### src/sc_pkg.sv
// shared constants for the serial channel: register map, fields, modes, timing
package sc_pkg;
  // register byte offsets on the bus
  localparam logic [7:0]  REG_CTRL       = 8'h00;
  localparam logic [7:0]  REG_TBUF       = 8'h04;
  localparam logic [7:0]  REG_RBUF       = 8'h08;
  localparam logic [7:0]  REG_BAUD       = 8'h0c;
  localparam logic [7:0]  REG_FLAG       = 8'h10;
  // serial_control_register fields
  localparam int          CTRL_MODE_LSB  = 0;
  localparam int          CTRL_STOP2     = 3;
  localparam int          CTRL_REN       = 4;
  localparam int          CTRL_PEN       = 5;
  localparam int          CTRL_FEN       = 6;
  localparam int          CTRL_OEN       = 7;
  localparam int          CTRL_PE        = 8;
  localparam int          CTRL_FE        = 9;
  localparam int          CTRL_OE        = 10;
  localparam int          CTRL_ODD       = 12;
  localparam int          CTRL_BRS       = 13;
  localparam int          CTRL_RUN       = 15;
  // flag register fields
  localparam int          FLAG_TBIR      = 0;
  localparam int          FLAG_TIR       = 1;
  localparam int          FLAG_RIR       = 2;
  localparam int          FLAG_EIR       = 3;
  localparam int          FLAG_TX_BUSY   = 4;
  localparam int          FLAG_RX_BUSY   = 5;
  localparam int          FLAG_RBUF_FULL = 6;
  // reset values
  localparam logic [15:0] CTRL_RST       = 16'h0000;
  localparam logic [12:0] BAUD_RST       = 13'h0000;
  localparam logic [8:0]  BUF_RST        = 9'h000;
  // mode_select_field encodings
  localparam logic [2:0]  MODE_SYNC      = 3'h0;
  localparam logic [2:0]  MODE_8         = 3'h1;
  localparam logic [2:0]  MODE_7P        = 3'h3;
  localparam logic [2:0]  MODE_9         = 3'h4;
  localparam logic [2:0]  MODE_8W        = 3'h5;
  localparam logic [2:0]  MODE_8P        = 3'h7;
  // frame and timing counts
  localparam logic [3:0]  DATA8          = 4'h8;
  localparam logic [3:0]  DATA9          = 4'h9;
  localparam logic [3:0]  SYNC_BITS      = 4'h8;
  localparam logic [1:0]  DIV3_SKIP      = 2'h2;
  localparam logic [3:0]  ASYNC_LAST_PH  = 4'hf;
  localparam logic [3:0]  SAMPLE_A       = 4'h6;
  localparam logic [3:0]  SAMPLE_B       = 4'h7;
  localparam logic [3:0]  SAMPLE_C       = 4'h8;
  localparam logic [1:0]  SYNC_RISE_PH   = 2'h1;
  localparam logic [1:0]  SYNC_LAST_PH   = 2'h3;
  typedef enum {X_IDLE, X_ASYNC_TX, X_SYNC_TX, X_SYNC_RX} sc_xfer_state_type;
  typedef enum {R_IDLE, R_BUSY} sc_rx_state_type;
endpackage : sc_pkg

### src/sc_serial_channel.sv
// serial channel: sync half-duplex and async modes, error detection, baud generator
`timescale 1ns/1ps

// Summary of operation
// mode field all zero selects synchronous half-duplex operation.
// synchronous transfers move 8 bits; shift clock toggles only while shifting.
// sync data uses the receive data pin; shift clock leaves on the transmit pin.
// sync transmit starts within 4 state times when run set, receiver off.
// idle transmitter takes buffer into shift register at once, raising buffer flag.
// after eighth sync bit both pins go high, done flag set, shifting stops.
// setting receiver enable starts sync reception, shifting data in with own clock.
// after eighth bit: copy to receive buffer, receive flag, clear enable, stop.
// clearing receiver enable mid-byte still completes byte and its flags.
// transmit buffer write during sync reception is ignored, no transmission.
// enabled error at completion raises error flag with receive flag.
// async only: enabled framing check flags any low stop bit.
// async parity modes: enabled parity check flags a mismatching parity bit.
// enabled overrun check flags a frame completing before previous byte read.
// baud counter is 13-bit, counts down at half clock, only while run set.
// each underflow gives one tick and reloads from the reload register.
// third select passes two of every three generator ticks.
// baud read returns counter, top bits zero; write updates reload value.
// baud write reloads counter, deferred until run bit is set.
// async tick is sixteen times bit rate.
// async bits sampled on seventh, eighth and ninth tick, majority kept.
// sync tick is four times bit rate.
// on overrun the new character replaces the unread one.
// status flags stay until software clears; error flag clears separately.
// sync data changes on falling shift clock and is sampled on rising.
module sc_serial_channel (
  input  wire logic        clk_i,
  input  wire logic        nrst_i,
  input  wire logic        wb_cyc_i,
  input  wire logic        wb_stb_i,
  input  wire logic        wb_we_i,
  input  wire logic [7:0]  wb_adr_i,
  input  wire logic [3:0]  wb_sel_i,
  input  wire logic [31:0] wb_dat_i,
  output logic      [31:0] wb_dat_o,
  output logic             wb_ack_o,
  output logic             txd_o,
  input  wire logic        rxd_i,
  output logic             rxd_o,
  output logic             rxd_oe_o,
  output logic             tx_buf_flag_o,
  output logic             tx_done_flag_o,
  output logic             rx_done_flag_o,
  output logic             err_flag_o
);

  function automatic logic [15:0] sc_merge(input logic [15:0] old_v,
                                           input logic [15:0] new_v,
                                           input logic [1:0]  sel);
    sc_merge = {sel[1] ? new_v[15:8] : old_v[15:8], sel[0] ? new_v[7:0] : old_v[7:0]};
  endfunction : sc_merge

  logic [15:0]                   ctrl;
  logic [8:0]                    tbuf;
  logic                          tbuf_full;
  logic [8:0]                    rbuf;
  logic                          unread;
  logic [12:0]                   reload_val;
  logic [12:0]                   cnt;
  logic                          reload_pend;
  logic                          half_ph;
  logic [1:0]                    div3;
  logic [3:0]                    flags;
  sc_pkg::sc_xfer_state_type     xs;
  sc_pkg::sc_rx_state_type       rs;
  logic [11:0]                   x_sh;
  logic [3:0]                    x_left;
  logic [3:0]                    x_ph;
  logic                          sclk;
  logic                          dout;
  logic                          tir_set;
  logic                          srx_done;
  logic [3:0]                    r_ph;
  logic [3:0]                    r_bit;
  logic                          v0;
  logic                          v1;
  logic [8:0]                    r_sh;
  logic                          stop_bad;
  logic                          r_prev;
  logic                          ar_done;
  logic                          ar_fe;
  logic                          ack;

  logic [2:0]  mode;
  logic        sync_m;
  logic        run;
  logic        ren;
  logic        uf;
  logic        tick;
  logic        acc;
  logic        wr;
  logic        wr_ctrl;
  logic        wr_tbuf;
  logic        wr_baud;
  logic        wr_flag;
  logic        rd_rbuf;
  logic        tx_load;
  logic        rx_start;
  logic        maj;
  logic [3:0]  nd;
  logic [3:0]  flen;
  logic [8:0]  fdat;
  logic [11:0] frame;
  logic [8:0]  ar_data;
  logic        rx_done;
  logic [8:0]  rx_data;
  logic        pe_hit;
  logic        fe_hit;
  logic        oe_hit;
  logic [31:0] next_dat;
  logic [15:0] baud_wr_val;

  assign mode   = ctrl[sc_pkg::CTRL_MODE_LSB +: 3];
  assign sync_m = (mode == sc_pkg::MODE_SYNC);
  assign run    = ctrl[sc_pkg::CTRL_RUN];
  assign ren    = ctrl[sc_pkg::CTRL_REN];

  // bus decode: one access per cyc&stb request, none in the ack cycle, answered one cycle later
  assign acc     = wb_cyc_i && wb_stb_i && !ack;
  assign wr      = acc && wb_we_i;
  assign wr_ctrl = wr && (wb_adr_i == sc_pkg::REG_CTRL) && (|wb_sel_i[1:0]);
  assign wr_baud = wr && (wb_adr_i == sc_pkg::REG_BAUD) && (|wb_sel_i[1:0]);
  assign wr_flag = wr && (wb_adr_i == sc_pkg::REG_FLAG) && wb_sel_i[0];
  // writes during a pending or running sync reception are dropped
  assign wr_tbuf = wr && (wb_adr_i == sc_pkg::REG_TBUF) && wb_sel_i[0]
                   && !(sync_m && (ren || xs == sc_pkg::X_SYNC_RX));
  assign rd_rbuf = acc && !wb_we_i && (wb_adr_i == sc_pkg::REG_RBUF);
  assign baud_wr_val = sc_merge({3'h0, reload_val}, wb_dat_i[15:0], wb_sel_i[1:0]);

  // ---------------- baud generator ----------------
  always_ff @(posedge clk_i) begin
    if (!nrst_i) begin
      half_ph <= 1'b0;
    end else begin
      half_ph <= !half_ph;
    end
  end

  always_ff @(posedge clk_i) begin
    if (!nrst_i) begin
      reload_val <= sc_pkg::BAUD_RST;
    end else if (wr_baud) begin
      reload_val <= baud_wr_val[12:0];
    end
  end

  always_ff @(posedge clk_i) begin
    if (!nrst_i) begin
      cnt         <= sc_pkg::BAUD_RST;
      reload_pend <= 1'b0;
    end else begin
      if (run && reload_pend) begin
        cnt         <= reload_val;
        reload_pend <= 1'b0;
      end else if (run && half_ph) begin
        cnt <= (cnt == 13'h0000) ? reload_val : cnt - 13'h0001;  // see R15
      end
      if (wr_baud) begin
        reload_pend <= 1'b1;
      end
    end
  end

  assign uf = run && !reload_pend && half_ph && (cnt == 13'h0000);

  always_ff @(posedge clk_i) begin
    if (!nrst_i) begin
      div3 <= 2'h0;
    end else if (uf) begin
      div3 <= (div3 == sc_pkg::DIV3_SKIP) ? 2'h0 : div3 + 2'h1;
    end
  end

  // third select drops every third underflow
  assign tick = uf && (!ctrl[sc_pkg::CTRL_BRS] || div3 != sc_pkg::DIV3_SKIP);

  // ---------------- async transmit frame ----------------
  always_comb begin
    unique case (mode)
      sc_pkg::MODE_7P: begin
        fdat = {1'b0, (^tbuf[6:0]) ^ ctrl[sc_pkg::CTRL_ODD], tbuf[6:0]};
        nd   = sc_pkg::DATA8;
      end
      sc_pkg::MODE_8P: begin
        fdat = {(^tbuf[7:0]) ^ ctrl[sc_pkg::CTRL_ODD], tbuf[7:0]};
        nd   = sc_pkg::DATA9;
      end
      sc_pkg::MODE_9, sc_pkg::MODE_8W: begin
        fdat = tbuf;
        nd   = sc_pkg::DATA9;
      end
      default: begin
        fdat = {1'b0, tbuf[7:0]};
        nd   = sc_pkg::DATA8;
      end
    endcase
    frame = (nd == sc_pkg::DATA8) ? {3'h7, fdat[7:0], 1'b0} : {2'h3, fdat, 1'b0};
    flen  = nd + {3'h0, ctrl[sc_pkg::CTRL_STOP2]} + 4'h2;
  end

  // idle transmitter takes the buffer at once; sync needs receiver off
  assign tx_load  = (xs == sc_pkg::X_IDLE) && tbuf_full && run
                    && !(sync_m && ren);  // see R4
  // ren still reads high in the cycle a byte completes; the guard stops a restart
  assign rx_start = (xs == sc_pkg::X_IDLE) && sync_m && run && ren && !srx_done;  // see R7

  always_ff @(posedge clk_i) begin
    if (!nrst_i) begin
      tbuf      <= sc_pkg::BUF_RST;
      tbuf_full <= 1'b0;
    end else begin
      if (tx_load) begin
        tbuf_full <= 1'b0;
      end
      if (wr_tbuf) begin
        tbuf      <= wb_dat_i[8:0];
        tbuf_full <= 1'b1;
      end
    end
  end

  // ---------------- transfer engine: async tx, sync tx and rx ----------------
  always_ff @(posedge clk_i) begin
    if (!nrst_i) begin
      xs       <= sc_pkg::X_IDLE;
      x_sh     <= 12'h000;
      x_left   <= 4'h0;
      x_ph     <= 4'h0;
      sclk     <= 1'b1;
      dout     <= 1'b1;
      tir_set  <= 1'b0;
      srx_done <= 1'b0;
    end else begin
      tir_set  <= 1'b0;
      srx_done <= 1'b0;
      unique case (xs)
        sc_pkg::X_IDLE: begin
          sclk <= 1'b1;
          dout <= 1'b1;
          x_ph <= 4'h0;
          if (rx_start) begin
            xs     <= sc_pkg::X_SYNC_RX;
            x_left <= sc_pkg::SYNC_BITS;
            sclk   <= 1'b0;
          end else if (tx_load && sync_m) begin
            xs     <= sc_pkg::X_SYNC_TX;
            x_sh   <= {4'h0, tbuf[7:0]};
            x_left <= sc_pkg::SYNC_BITS;
            dout   <= tbuf[0];
            sclk   <= 1'b0;
          end else if (tx_load) begin
            xs     <= sc_pkg::X_ASYNC_TX;
            x_sh   <= frame;
            x_left <= flen;
            dout   <= 1'b0;
          end
        end
        sc_pkg::X_ASYNC_TX: begin
          if (tick) begin
            x_ph <= x_ph + 4'h1;
            if (x_ph == sc_pkg::ASYNC_LAST_PH) begin
              if (x_left == 4'h1) begin
                xs   <= sc_pkg::X_IDLE;
                dout <= 1'b1;
              end else begin
                x_sh   <= {1'b1, x_sh[11:1]};
                dout   <= x_sh[1];
                x_left <= x_left - 4'h1;
                tir_set <= (x_left == 4'h2);
              end
            end
          end
        end
        sc_pkg::X_SYNC_TX: begin
          if (tick) begin
            x_ph <= x_ph + 4'h1;
            if (x_ph[1:0] == sc_pkg::SYNC_RISE_PH) begin
              sclk <= 1'b1;
            end
            if (x_ph[1:0] == sc_pkg::SYNC_LAST_PH) begin
              x_ph <= 4'h0;
              if (x_left == 4'h1) begin
                xs      <= sc_pkg::X_IDLE;
                sclk    <= 1'b1;
                dout    <= 1'b1;
                tir_set <= 1'b1;
              end else begin
                x_sh   <= {1'b0, x_sh[11:1]};
                dout   <= x_sh[1];
                sclk   <= 1'b0;
                x_left <= x_left - 4'h1;
              end
            end
          end
        end
        sc_pkg::X_SYNC_RX: begin
          if (tick) begin
            x_ph <= x_ph + 4'h1;
            if (x_ph[1:0] == sc_pkg::SYNC_RISE_PH) begin
              sclk <= 1'b1;
              x_sh <= {4'h0, rxd_i, x_sh[7:1]};  // see R25
            end
            if (x_ph[1:0] == sc_pkg::SYNC_LAST_PH) begin
              x_ph <= 4'h0;
              if (x_left == 4'h1) begin
                xs       <= sc_pkg::X_IDLE;
                sclk     <= 1'b1;
                srx_done <= 1'b1;  // see R8
              end else begin
                sclk   <= 1'b0;
                x_left <= x_left - 4'h1;
              end
            end
          end
        end
      endcase
    end
  end

  // ---------------- async receiver ----------------
  assign maj = (v0 & v1) | (v0 & rxd_i) | (v1 & rxd_i);

  always_ff @(posedge clk_i) begin
    if (!nrst_i) begin
      rs       <= sc_pkg::R_IDLE;
      r_ph     <= 4'h0;
      r_bit    <= 4'h0;
      v0       <= 1'b1;
      v1       <= 1'b1;
      r_sh     <= 9'h000;
      stop_bad <= 1'b0;
      r_prev   <= 1'b1;
      ar_done  <= 1'b0;
      ar_fe    <= 1'b0;
    end else begin
      r_prev  <= rxd_i;
      ar_done <= 1'b0;
      unique case (rs)
        sc_pkg::R_IDLE: begin
          if (!sync_m && run && ren && r_prev && !rxd_i) begin
            rs       <= sc_pkg::R_BUSY;
            r_ph     <= 4'h0;
            r_bit    <= 4'h0;
            stop_bad <= 1'b0;
          end
        end
        sc_pkg::R_BUSY: begin
          if (tick) begin
            r_ph <= r_ph + 4'h1;
            if (r_ph == sc_pkg::SAMPLE_A) begin
              v0 <= rxd_i;
            end
            if (r_ph == sc_pkg::SAMPLE_B) begin
              v1 <= rxd_i;
            end
            if (r_ph == sc_pkg::SAMPLE_C) begin
              if (r_bit == 4'h0) begin
                if (maj) begin
                  rs <= sc_pkg::R_IDLE;
                end
              end else if (r_bit <= nd) begin
                r_sh <= {maj, r_sh[8:1]};
              end else begin
                if (!maj) begin
                  stop_bad <= 1'b1;
                end
                if (r_bit == flen - 4'h1) begin
                  rs      <= sc_pkg::R_IDLE;
                  ar_done <= 1'b1;
                  ar_fe   <= stop_bad || !maj;
                end
              end
            end
            if (r_ph == sc_pkg::ASYNC_LAST_PH) begin
              r_bit <= r_bit + 4'h1;
            end
          end
        end
      endcase
    end
  end

  assign ar_data = (nd == sc_pkg::DATA8) ? {1'b0, r_sh[8:1]} : r_sh;

  // ---------------- completion, buffer and error status ----------------
  always_comb begin
    rx_done = srx_done || (ar_done && !(mode == sc_pkg::MODE_8W && !ar_data[8]));
    rx_data = srx_done ? {1'b0, x_sh[7:0]} : ar_data;
    pe_hit  = ar_done && rx_done && ctrl[sc_pkg::CTRL_PEN] && !sync_m
              && (((mode == sc_pkg::MODE_7P) && ((^ar_data[7:0]) != ctrl[sc_pkg::CTRL_ODD]))
              || ((mode == sc_pkg::MODE_8P) && ((^ar_data) != ctrl[sc_pkg::CTRL_ODD])));
    fe_hit  = ar_done && rx_done && ctrl[sc_pkg::CTRL_FEN] && !sync_m && ar_fe;
    oe_hit  = rx_done && ctrl[sc_pkg::CTRL_OEN] && unread;
  end

  always_ff @(posedge clk_i) begin
    if (!nrst_i) begin
      rbuf   <= sc_pkg::BUF_RST;
      unread <= 1'b0;
    end else begin
      if (rd_rbuf) begin
        unread <= 1'b0;
      end
      if (rx_done) begin
        rbuf   <= rx_data;  // see R8
        unread <= 1'b1;
      end
    end
  end

  always_ff @(posedge clk_i) begin
    if (!nrst_i) begin
      ctrl <= sc_pkg::CTRL_RST;
    end else begin
      if (wr_ctrl) begin
        ctrl <= sc_merge(ctrl, wb_dat_i[15:0], wb_sel_i[1:0]);
      end else if (srx_done) begin
        ctrl[sc_pkg::CTRL_REN] <= 1'b0;
      end
      if (pe_hit) begin
        ctrl[sc_pkg::CTRL_PE] <= 1'b1;
      end
      if (fe_hit) begin
        ctrl[sc_pkg::CTRL_FE] <= 1'b1;
      end
      if (oe_hit) begin
        ctrl[sc_pkg::CTRL_OE] <= 1'b1;
      end
    end
  end

  // request flags: write one to clear, a same-cycle event wins
  always_ff @(posedge clk_i) begin
    if (!nrst_i) begin
      flags <= 4'h0;
    end else begin
      if (wr_flag) begin
        flags <= flags & ~wb_dat_i[3:0];
      end
      if (tx_load) begin
        flags[sc_pkg::FLAG_TBIR] <= 1'b1;
      end
      if (tir_set) begin
        flags[sc_pkg::FLAG_TIR] <= 1'b1;
      end
      if (rx_done) begin
        flags[sc_pkg::FLAG_RIR] <= 1'b1;
      end
      if (pe_hit || fe_hit || oe_hit) begin
        flags[sc_pkg::FLAG_EIR] <= 1'b1;
      end
    end
  end

  // ---------------- bus answer ----------------
  always_comb begin
    next_dat = 32'h0000_0000;
    unique case (wb_adr_i)
      sc_pkg::REG_CTRL: next_dat[15:0] = ctrl;
      sc_pkg::REG_TBUF: next_dat[8:0]  = tbuf;
      sc_pkg::REG_RBUF: next_dat[8:0]  = rbuf;
      sc_pkg::REG_BAUD: next_dat[12:0] = cnt;
      sc_pkg::REG_FLAG: begin
        next_dat[3:0]                   = flags;
        next_dat[sc_pkg::FLAG_TX_BUSY]   = (xs != sc_pkg::X_IDLE) || tbuf_full;
        next_dat[sc_pkg::FLAG_RX_BUSY]   = (rs != sc_pkg::R_IDLE) || (xs == sc_pkg::X_SYNC_RX);
        next_dat[sc_pkg::FLAG_RBUF_FULL] = unread;
      end
      default: next_dat = 32'h0000_0000;
    endcase
  end

  always_ff @(posedge clk_i) begin
    if (!nrst_i) begin
      ack      <= 1'b0;
      wb_dat_o <= 32'h0000_0000;
    end else begin
      ack <= acc;
      if (acc && !wb_we_i) begin
        wb_dat_o <= next_dat;
      end
    end
  end

  // ---------------- pins ----------------
  assign wb_ack_o       = ack;
  assign txd_o          = sync_m ? sclk : dout;
  assign rxd_o          = dout;  // see R3
  assign rxd_oe_o       = sync_m && !ren && (xs != sc_pkg::X_SYNC_RX);
  assign tx_buf_flag_o  = flags[sc_pkg::FLAG_TBIR];
  assign tx_done_flag_o = flags[sc_pkg::FLAG_TIR];
  assign rx_done_flag_o = flags[sc_pkg::FLAG_RIR];
  assign err_flag_o     = flags[sc_pkg::FLAG_EIR];

endmodule : sc_serial_channel

### config.mk
export PLATFORM = sky130hd
export DESIGN_NAME = sc_serial_channel
export DESIGN_NICKNAME = d
export VERILOG_FILES = /design/src/sc_pkg.sv /design/src/sc_serial_channel.sv
export SDC_FILE = /design/constraint.sdc
export NUM_CORES = 1
export LEC_CHECK = 0
export BUFFER_PORTS_ARGS = -buffer_cell sky130_fd_sc_hd__buf_2
export CORE_MARGIN = 1.5
export CORE_UTILIZATION = 59
export DETAILED_ROUTE_END_ITERATION = 8
export PLACE_DENSITY = 0.81
export SLEW_MARGIN = 30
export SYNTH_ARGS = -nofsm -noshare
export SYNTH_HDL_FRONTEND = slang
export SYNTH_SLANG_ARGS = --single-unit
### constraint.sdc
create_clock -name clk_i -period 3 [get_ports clk_i]
set_input_delay 0.45 -clock clk_i [delete_from_list [all_inputs] [get_ports clk_i]]
set_output_delay 0.45 -clock clk_i [all_outputs]
set_load 0.05 [all_outputs]
==> results of run 1 <==
## cells in the final DEF, fill, tap and decap left out, types with 12 or more instances in the layout
cell,count
buf_2,55
nand2_1,85
conb_1,16
xnor2_1,21
buf_4,28
a21oi_1,76
inv_1,23
nor2_1,121
nor3_1,28
a211oi_1,14
a221oi_1,12
nand3_1,33
mux2i_1,54
a31oi_1,13
o21ai_0,43
dfxtp_1,137
ha_1,19
clkbuf_16,17
## area by class of cell
class / instances / area (um2)
sequential: 137 / 2740
timing repair buffer: 84 / 505
clock inverter: 13 / 121
tap: 147 / 184
multi-input combinational: 674 / 4130
clock buffer: 19 / 443
inverter: 24 / 91.3
fill: 977 / 3790
## through the flow
stage	util	area, um2	hold slack [ps]	setup slack [ps]	std cells
5_1_grt	0.684	8220	286	12.3	1098
6_report	0.684	8220	262	206	1098
4_1_cts	0.684	8220	255	133	1098
3_5_place_dp	0.637	7660	444	138	1066
2_1_floorplan	-	7290	418	377	906
3_3_place_gp	0.637	7660	431	208	1066
## power by group
group / switching [mW] / total (mW) / leakage [nW] / internal (mW)
registers: 0.0352 / 1.90 / 1.11 / 1.86
logic: 0.273 / 0.392 / 1.77 / 0.119
clock network: 0.836 / 2.00 / 0.262 / 1.17
## per-layer routing
metal | global-route usage | up-vias | part of all wire
met5 | 0 | - | 0
met4 | 0.158 | 0 | 0.038
met3 | 0.0664 | 68 | 0.088
met2 | 0.497 | 347 | 0.45
met1 | 0.418 | 3239 | 0.42
li1 | - | 3233 | -
## registers in the layout, summed over array words and instances, names as in the netlist, 2 cells and up
signal	count
xs	2
reload_val	13
r_sh	9
div3	2
x_sh	12
tbuf	9
cnt	13
x_ph	4
r_ph	4
rbuf	9
r_bit	4
flags	4
x_left	4
wb_dat_o	16
ctrl	16
## cells by family after synthesis
logic type,count (synthesis),share of synthesized area
and+or+nand+nor,335,0.216
DFF,137,0.379
muxes,57,0.0793
adders and majority gates,20,0.0342
AOI/OAI and AO/OA,224,0.204
other,1,0.000518
xor gates and xnor gates,22,0.0266
buffers and inverters,95,0.0596
## worst register-to-register path, stage by stage, from the launching register on
cell	delay, ps
dfxtp_1	360
inv_1	90
ha_1	210
or4b_4	520
nor4_4	380
nand3_1	240
a211oi_4	330
buf_12	210
nor2_1	80
a211o_1	270
## cells in the mapped netlist, types with 3 or more instances
| library cell | instances |
|---|---|
| a221oi_1 | 12 |
| o31ai_1 | 5 |
| nand2_1 | 85 |
| xnor2_1 | 21 |
| inv_1 | 23 |
| a22oi_1 | 8 |
| nand4_1 | 6 |
| o21ai_0 | 44 |
| nor3_1 | 29 |
| nand3_1 | 33 |
| a21o_1 | 3 |
| a41oi_1 | 3 |
| mux2i_1 | 54 |
| and2_1 | 8 |
| a31oi_1 | 13 |
| nor2_1 | 121 |
| o221ai_1 | 3 |
| dfxtp_1 | 137 |
| a211oi_1 | 14 |
| ha_1 | 19 |
| buf_4 | 17 |
| a21boi_0 | 4 |
| a211o_1 | 3 |
| buf_2 | 3 |
| a211oi_2 | 8 |
| clkbuf_1 | 49 |
| nand4b_1 | 3 |
| nor2b_1 | 6 |
| and3_1 | 8 |
| nand2b_1 | 5 |
| a21oi_1 | 76 |
| o211ai_1 | 6 |
| or3_1 | 8 |
| o31a_1 | 4 |
| mux2_2 | 3 |
## worst max-delay path by stage
stage               cells after the start  startpoint  slack [ps]  endpoint
global placement                        9      cnt[1]         210   x_sh[9]
CTS                                     9      cnt[1]         130   x_sh[9]
finish                                  9      cnt[1]         210   x_sh[9]
global route                            9      cnt[1]          10   r_sh[8]
floorplan                              12     ctrl[0]         380   r_sh[5]
detailed placement                      9      cnt[1]         140   x_sh[9]
==> summary.txt, run 1 <==
Route
  – Antenna Nets Post-Route: 0
  – Iter 0 DRT Violations: 778
  – Vias per inst: around 6.3
  – Drt total wl: 20300 um
  – Drt pass-1 iters: 5
  – Via count: 6887
  – Routed length per instance: about 18 um
  – # DRC: 0

Critical path
  – Critical Path End Type: flip-flop
  – Critical path arrival: 3100 ps
  – Worst EP required: 3310 ps
  – Max stage delay on crit path: 520 ps
  – FF-to-FF End: x_sh[9]
  – Family with the most delay on the worst path: simple AND/OR/NAND/NOR gates
  – Critical path class: reg2reg
  – CP max-delay cell: or4b_4
  – Flop-to-flop setup slack: 210 ps
  – CP Buf/Inv Count: 2
  – RR Startpoint: cnt[1]
  – Depth of the worst register-to-register path: 9
  – CP Launch Type: flip-flop
  – Max FO, Critical Path: 24
  – CP cell instances: inv_1 -> ha_1 -> or4b_4 -> nor4_4 -> nand3_1 -> a211oi_4 -> buf_12 -> nor2_1 -> a211o_1

STA
  – RSZ-0062 raised after global routing: no
  – Final hold viol count: 0
  – Final period util: 0.931
  – Max Slew Vio Count: 0
  – Final Critical Period: 2790 ps
  – Worst Skew: ~8.1 ps
  – TNS Setup: 0 ps
  – Highest clock rate: 358 MHz
  – Worst-Margin Slew: a little over 900 ps
  – Final setup vio count: 0
  – Slew headroom: 0.382

Final layout
  – Layout area overhead: 13.6%
  – Antenna diode count: 0
  – Share of post-route cells with drive strength above 1: 0.148
  – NumNets Final: roughly 1000

Flow run
  – Max Cap Viol: 0

Power and ir drop
  – Lkg Pwr: 3.14 nW
  – Power Total: 4.29 mW
  – Power per cell area: 522 mW/mm2
  – Max VDD drop: 0.000371 V

Global routing
  – Number of global-route vias before repair: 6354
  – Total Routing Usage GR: 0.318
  – Initial antenna violation count: 0
  – First-pass GRT wire length: 31900 um
  – Largest net degree at the start of global routing: 64
  – Grt ovf: 0

Outcome
  – Status: completed

CTS
  – CTS buffer count: 17
  – Hold_buf cts: 0
  – Root Driver: clkbuf_16
  – Post-CTS setup buffer count: 0
  – Post-CTS sizing: 0
  – CTS Sinks: 137
  – CTS tree: yes
  – Clock buffer depth: 2
  – Clk_lat worst skew: 430 ps
  – Reg clk slew, reported paths: 60 ps
  – Htree depth: 4

Die
  – Core Region: about 0.012 mm2
  – Die height: 114 um
  – Die area: 0.0129 mm2
  – Starting Density: 0.603
  – Horiz. Die Dim: between 100 and 150 um
  – IO Pins: 90
  – Cell Rows: 40

Synth
  – Register area share after synthesis: 0.379
  – Synthesized cell area: 0.00724 mm2
  – Cell taking the most area after synthesis: dfxtp_1
  – Top FF cell, synth: dfxtp_1
  – Yosys top cell area share: 0.379
  – Cells after synthesis: between 800 and 900
  – Yosys reg bits: 137
  – Mean Syn Cell Area: 8.12 um2
  – EDFF count, synth: 0
  – Cell variety after synth: 71
  – Area contributors post-synth: dfxtp_1, mux2i_1, nor2_1, a21oi_1, nand2_1
  – Synth warn: 0
  – Post-synth ARST share: 0

Place
  – GPL Wtd Cong: 0.920
  – HPWL Detailed: 14400 um
  – PortBufs: 55

Min path
  – Worst Hold End: ctrl[13]
  – Hold path start: wb_dat_i[13]
  – Hold path depth: 3
  – Hold Crit Class: in2reg
No activity file was read; power rests on OpenSTA's default activity.
==> inputs of run 2 (changes only) <==
--- a/config.mk
+++ b/config.mk
@@ -8,6 +8,7 @@
 export BUFFER_PORTS_ARGS = -buffer_cell sky130_fd_sc_hd__buf_2
 export CORE_MARGIN = 1.5
 export CORE_UTILIZATION = 59
+export CTS_BUF_LIST = sky130_fd_sc_hd__clkbuf_8 sky130_fd_sc_hd__clkbuf_16
 export DETAILED_ROUTE_END_ITERATION = 8
 export PLACE_DENSITY = 0.81
 export SLEW_MARGIN = 30
==> run 2 against run 1 <==
Via count decreased by 0.32%; final cell count unchanged; sequential share of layout area unchanged; sequential power about the same; hold slack got worse by 1.2 ps; cell area unchanged; combinational power about the same; non-clock buffer count unchanged; core utilization unchanged; clock skew about the same; register-to-register slack about the same; die area unchanged; critical endpoint unchanged; highest routed layer unchanged.
==> summary.txt, run 2 (synthesized netlist as in run 1, its figures left out) <==
Outcome
  – Status: completed

Critical path
  – CP max-delay cell: or4b_4
  – Max stage delay on crit path: 520 ps (about the same)
  – Worst EP required: 3310 ps (about the same)
  – Flop-to-flop setup slack: 210 ps (about the same)
  – CP Buf/Inv Count: 2 (unchanged)
  – Depth of the worst register-to-register path: 9 (unchanged)
  – Critical path arrival: 3100 ps (about the same)
  – RR Startpoint: cnt[1]
  – Critical path class: reg2reg
  – Max FO, Critical Path: 24 (unchanged)
  – CP cell instances: inv_1 -> ha_1 -> or4b_4 -> nor4_4 -> nand3_1 -> a211oi_4 -> buf_12 -> nor2_1 -> a211o_1
  – Critical Path End Type: flip-flop
  – FF-to-FF End: x_sh[9]
  – CP Launch Type: flip-flop
  – Family with the most delay on the worst path: simple AND/OR/NAND/NOR gates

STA
  – WHS: 260 ps (-1.16 ps)
  – Final Critical Period: 2790 ps (-3.06 ps)
  – TNS Setup: 0 ps (unchanged)
  – Worst-Margin Slew: 915 ps (-11.2 ps)
  – Highest clock rate: 358 MHz (+0.11%)
  – Final period util: 0.930 (-0.00102)
  – Slew headroom: 0.389 (+0.00750)
  – Max Slew Vio Count: 0 (unchanged)
  – RSZ-0062 raised after global routing: no
  – Final setup vio count: 0 (unchanged)
  – Final hold viol count: 0 (unchanged)
  – Worst Skew: 7.65 ps (-0.415 ps)

Place
  – Placed instance area: 0.00766 mm2 (unchanged)
  – GPL Wtd Cong: 0.920 (unchanged)
  – PortBufs: 55 (unchanged)
  – HPWL Detailed: 14400 um (unchanged)

Final layout
  – Fill cell count: 977 (unchanged)
  – Antenna diode count: 0 (unchanged)
  – Reg area: 0.00274 mm2 (unchanged)
  – Share of post-route cells with drive strength above 1: 0.148 (unchanged)
  – NumNets Final: 1007 (unchanged)
  – Final Cell Area: 0.00822 mm2 (unchanged)
  – Post-layout util: 0.684 (unchanged)
  – Most frequent cells in the layout: dfxtp_1, nor2_1, nand2_1, a21oi_1, buf_2
  – Commonest non-fill, non-tap cell in the layout: dfxtp_1
  – Layout area overhead: 13.6% (unchanged)
  – Biggest regs: ctrl: 16 flops, wb_dat_o: 16 flops
  – Area of the multi-input gates: 0.00413 mm2 (unchanged)

Global routing
  – Largest net degree at the start of global routing: 64 (unchanged)
  – Grt ovf: 0 (unchanged)
  – First-pass GRT wire length: 31900 um (unchanged)
  – Busiest grt layer: met2
  – GR Util met3: 0.0664 (unchanged)
  – Met1 Track Usage GR: 0.418 (unchanged)
  – Number of global-route vias before repair: 6354 (unchanged)
  – Total Routing Usage GR: 0.318 (unchanged)
  – M2 GR Usage: 0.497 (unchanged)
  – Initial antenna violation count: 0 (unchanged)

Power and ir drop
  – Power per cell area: 521 mW/mm2 (-0.11%)
  – Power Total: 4.29 mW (-0.11%)
  – Max VDD drop: 0.000372 V (+0.18%)
  – Lkg Pwr: 3.15 nW (+0.13%)

Die
  – Horiz. Die Dim: 114 um (unchanged)
  – IO Pins: 90 (unchanged)
  – Starting Density: 0.603 (unchanged)
  – Die area: 0.0129 mm2 (unchanged)
  – Core Region: 0.0120 mm2 (unchanged)
  – Cell Rows: 40 (unchanged)
  – Die height: 114 um (unchanged)

Min path
  – Hold Crit Class: in2reg
  – Hold path depth: 3 (unchanged)
  – Worst Hold End: ctrl[13]
  – Hold path start: wb_dat_i[13]

CTS
  – Reg clk slew, reported paths: 60 ps (about the same)
  – Hold_buf cts: 0 (unchanged)
  – CTS buffer count: 17 (unchanged)
  – CTS Sinks: 137 (unchanged)
  – Root Driver: clkbuf_16
  – Clk_lat worst skew: 430 ps (about the same)
  – Post-CTS setup buffer count: 0 (unchanged)
  – Post-CTS sizing: 0 (unchanged)
  – CTS tree: yes
  – Htree depth: 4 (unchanged)
  – Clock buffer depth: 2 (unchanged)

Route
  – # DRC: 0 (unchanged)
  – Vias per inst: 6.25 (-0.32%)
  – Via count: 6865 (-0.32%)
  – Antenna Nets Post-Route: 0 (unchanged)
  – Drt pass-1 iters: 5 (unchanged)
  – Drt total wl: 20200 um (-0.39%)
  – Iter 0 DRT Violations: 781 (+0.39%)
  – Routed length per instance: 18.4 um (-0.39%)

Flow run
  – Max Cap Viol: 0 (unchanged)
run 2: tightest hold or removal path: stages:
cell	delay [ps]
buf_2	80
mux2i_1	60
nor2_1	70
run 2: power by group:
| group | internal, mW | switching, mW | total [mW] |
|---|---|---|---|
| clock network | 1.16 | 0.835 | 2.00 |
| logic | 0.119 | 0.274 | 0.393 |
| registers | 1.86 | 0.0348 | 1.90 |
run 2: final cells by class:
cell class,instances,share of cell area
Timing Repair Buffer,84,0.0615
Multi-Input combinational cell,674,0.503
Inverter,24,0.0111
Tap cell,147,0.0224
Sequential cell,137,0.334
Clock buffer,18,0.0534
Clock inverter,14,0.0152
run 2: metrics by stage:
stage	cells	worst slack [ps]
2_1_floorplan	906	377
4_1_cts	1098	133
3_5_place_dp	1066	138
5_1_grt	1098	12.3
3_3_place_gp	1066	208
6_report	1098	209
run 2: how the worst max path moves through the flow:
stage                     cells past startpoint  slack, ps  endpoint  startpoint
final                                         9        210   x_sh[9]      cnt[1]
after global routing                          9         10   r_sh[8]      cnt[1]
after CTS                                     9        130   x_sh[9]      cnt[1]
after detailed placement                      9        140   x_sh[9]      cnt[1]
after global placement                        9        210   x_sh[9]      cnt[1]
after floorplan                              12        380   r_sh[5]     ctrl[0]
run 2: per-layer routing:
metal | vias to the layer above | wire, um
met5 | - | 0
met4 | 0 | 742
met3 | 65 | 1870
met2 | 365 | 9120
met1 | 3198 | 8460
li1 | 3237 | -
==> inputs of run 3 (changes only) <==
--- a/config.mk
+++ b/config.mk
@@ -11,6 +11,8 @@
 export CTS_BUF_LIST = sky130_fd_sc_hd__clkbuf_8 sky130_fd_sc_hd__clkbuf_16
 export DETAILED_ROUTE_END_ITERATION = 8
 export PLACE_DENSITY = 0.81
+export REMOVE_ABC_BUFFERS = 1
+export SKIP_LAST_GASP = 1
 export SLEW_MARGIN = 30
 export SYNTH_ARGS = -nofsm -noshare
 export SYNTH_HDL_FRONTEND = slang
==> run 3 against run 2 <==
Via count down 0.86%; first-iteration DRC count down 22%; non-clock buffer count up 3; global-route usage down 0.40 points; core utilization up 1.4 points; critical endpoint unchanged.
==> summary.txt, run 3 (synthesized netlist as in run 1, its figures left out) <==
Outcome
  – Status: completed

STA
  – Final worst slack: 234 ps (+24.9 ps)
  – Final Critical Period: 2770 ps (-24.9 ps)
  – Final hold viol count: 0 (unchanged)
  – Final setup vio count: 0 (unchanged)
  – RSZ-0062 raised after global routing: no
  – Slew headroom: 0.375 (-0.0138)
  – Worst-Margin Slew: 936 ps (+20.7 ps)
  – Final period util: 0.922 (-0.00831)
  – Highest clock rate: 362 MHz (+0.90%)
  – Worst Skew: 10.5 ps (+2.81 ps)
  – Max Slew Vio Count: 0 (unchanged)

Final layout
  – Share of post-route cells with drive strength above 1: 0.150 (+0.00163)
  – Commonest non-fill, non-tap cell in the layout: dfxtp_1
  – NumNets Final: 1010 (+0.30%)
  – Non-filler instance count after layout: 1101 (+0.27%)
  – Layout area overhead: 15.9%
  – Post-layout util: 0.699 (+0.0143)
  – Most frequent cells in the layout: dfxtp_1, nor2_1, nand2_1, a21oi_1, buf_2
  – Antenna diode count: 0 (unchanged)
  – Biggest regs: ctrl: 16 flops, wb_dat_o: 16 flops

Place
  – GPL Wtd Cong: 0.921 (+0.12%)
  – Dpl cells: 1066 (unchanged)
  – Worst slack, placed: 255 ps (+117 ps)
  – HPWL Detailed: 13700 um (-4.8%)
  – PortBufs: 55 (unchanged)

Critical path
  – Depth of the worst register-to-register path: 10 (+1)
  – Critical path arrival: 3090 ps (about the same)
  – Flop-to-flop setup slack: 230 ps (+20 ps)
  – Family with the most delay on the worst path: simple AND/OR/NAND/NOR gates
  – Critical Path End Type: flip-flop
  – CP max-delay cell: or4b_4
  – RR Startpoint: cnt[1]
  – FF-to-FF End: x_sh[9]
  – Worst EP required: 3320 ps (about the same)
  – Max FO, Critical Path: 24 (unchanged)
  – CP cell instances: inv_1 -> ha_1 -> or4b_4 -> nor4_4 -> buf_4 -> nand3_1 -> a211oi_4 -> buf_12 -> nor2_1 -> a211o_1
  – CP Buf/Inv Count: 3 (+1)
  – Max stage delay on crit path: 540 ps (+20 ps)
  – Critical path class: reg2reg
  – CP Launch Type: flip-flop

CTS
  – CTS tree: yes
  – Post-CTS setup buffer count: 0 (unchanged)
  – Clock buffer depth: 2 (unchanged)
  – Post-CTS sizing: 0 (unchanged)
  – CTS Sinks: 137 (unchanged)
  – Reg clk slew, reported paths: 60 ps (about the same)
  – Hold_buf cts: 0 (unchanged)
  – CTS buffer count: 17 (unchanged)
  – Clk_lat worst skew: 430 ps (about the same)
  – Htree depth: 4 (unchanged)
  – Root Driver: clkbuf_16

Route
  – Drt pass-1 iters: 7 (+2)
  – Vias per inst: 6.18 (-1.1%)
  – Via count: 6806 (-0.86%)
  – Antenna Nets Post-Route: 0 (unchanged)
  – # DRC: 0 (unchanged)
  – Drt total wl: 19700 um (-2.6%)
  – Iter 0 DRT Violations: 612 (-22%)
  – Routed length per instance: 17.9 um (-2.9%)

Min path
  – Hold path depth: 3 (unchanged)
  – Hold Crit Class: in2reg
  – Hold path start: wb_dat_i[12]
  – Worst Hold End: reload_val[12]

Die
  – Cell Rows: 40 (unchanged)
  – Die area: 0.0129 mm2 (unchanged)
  – IO Pins: 90 (unchanged)
  – Horiz. Die Dim: 114 um (unchanged)
  – Starting Density: 0.603 (unchanged)
  – Die height: 114 um (unchanged)
  – Core Region: 0.0120 mm2 (unchanged)

Global routing
  – Grt ovf: 0 (unchanged)
  – First-pass GRT wire length: 31700 um (-0.80%)
  – Number of global-route vias before repair: 6346 (-0.13%)
  – Total Routing Usage GR: 0.313 (-0.00403)
  – Largest net degree at the start of global routing: 109 (+70%)
  – Initial antenna violation count: 0 (unchanged)

Flow run
  – Max Cap Viol: 0 (unchanged)

Power and ir drop
  – Max VDD drop: 0.000385 V (+3.5%)
  – Power per cell area: 559 mW/mm2 (+7.1%)
  – Lkg Pwr: 3.24 nW (+3.0%)
==> run 3: where the power goes <==
group | switching (mW) | total [mW] | internal, mW | leakage, nW
logic | 0.278 | 0.396 | 0.119 | 1.80
registers | 0.0302 | 1.89 | 1.86 | 1.11
clock network | 0.802 | 2.40 | 1.60 | 0.336
total | 1.11 | 4.69 | 3.58 | 3.24
==> run 3: per-stage QoR <==
step,setup TNS (ps),cell area [um2],hold slack [ps],total power [mW]
floorplan,-7160,6950,418,2.19
global placement,0,7690,422,2.31
detailed placement,0,7690,432,2.32
CTS,0,8370,265,4.70
global route,0,8390,273,4.82
finish,0,8390,264,4.69
==> run 3: area by class of cell <==
type | count | area, um2
clock inverter | 13 | 223
timing repair buffer | 87 | 566
inverter | 24 | 91.3
clock buffer | 19 | 453
tap | 147 | 184
multi-input combinational | 674 | 4130
fill | 951 | 3620
sequential | 137 | 2740
==> run 3: how the worst max path moves through the flow <==
stage / start / end / slack [ps] / cells after the start
finish: cnt[1] / x_sh[9] / 230 / 10
global route: cnt[1] / r_sh[1] / 60 / 9
CTS: cnt[1] / r_sh[6] / 230 / 9
detailed placement: cnt[1] / x_sh[9] / 260 / 10
global placement: cnt[1] / x_sh[9] / 280 / 10
floorplan: ctrl[1] / r_sh[0] / -790 / 10
==> run 3: layer usage <==
metal,track usage,wire (um),vias up
met3,0.0664,1340,59
li1,-,-,3243
met4,0.151,742,0
met2,0.512,9350,257
met1,0.395,8230,3247
met5,0,0,-
==> run 3: worst reg2reg max path: stages, from the launching register on <==
cell	delay, ps
dfxtp_1	350
inv_1	90
ha_1	200
or4b_4	540
nor4_4	260
buf_4	200
nand3_1	160
a211oi_4	330
buf_12	210
nor2_1	70
a211o_1	260
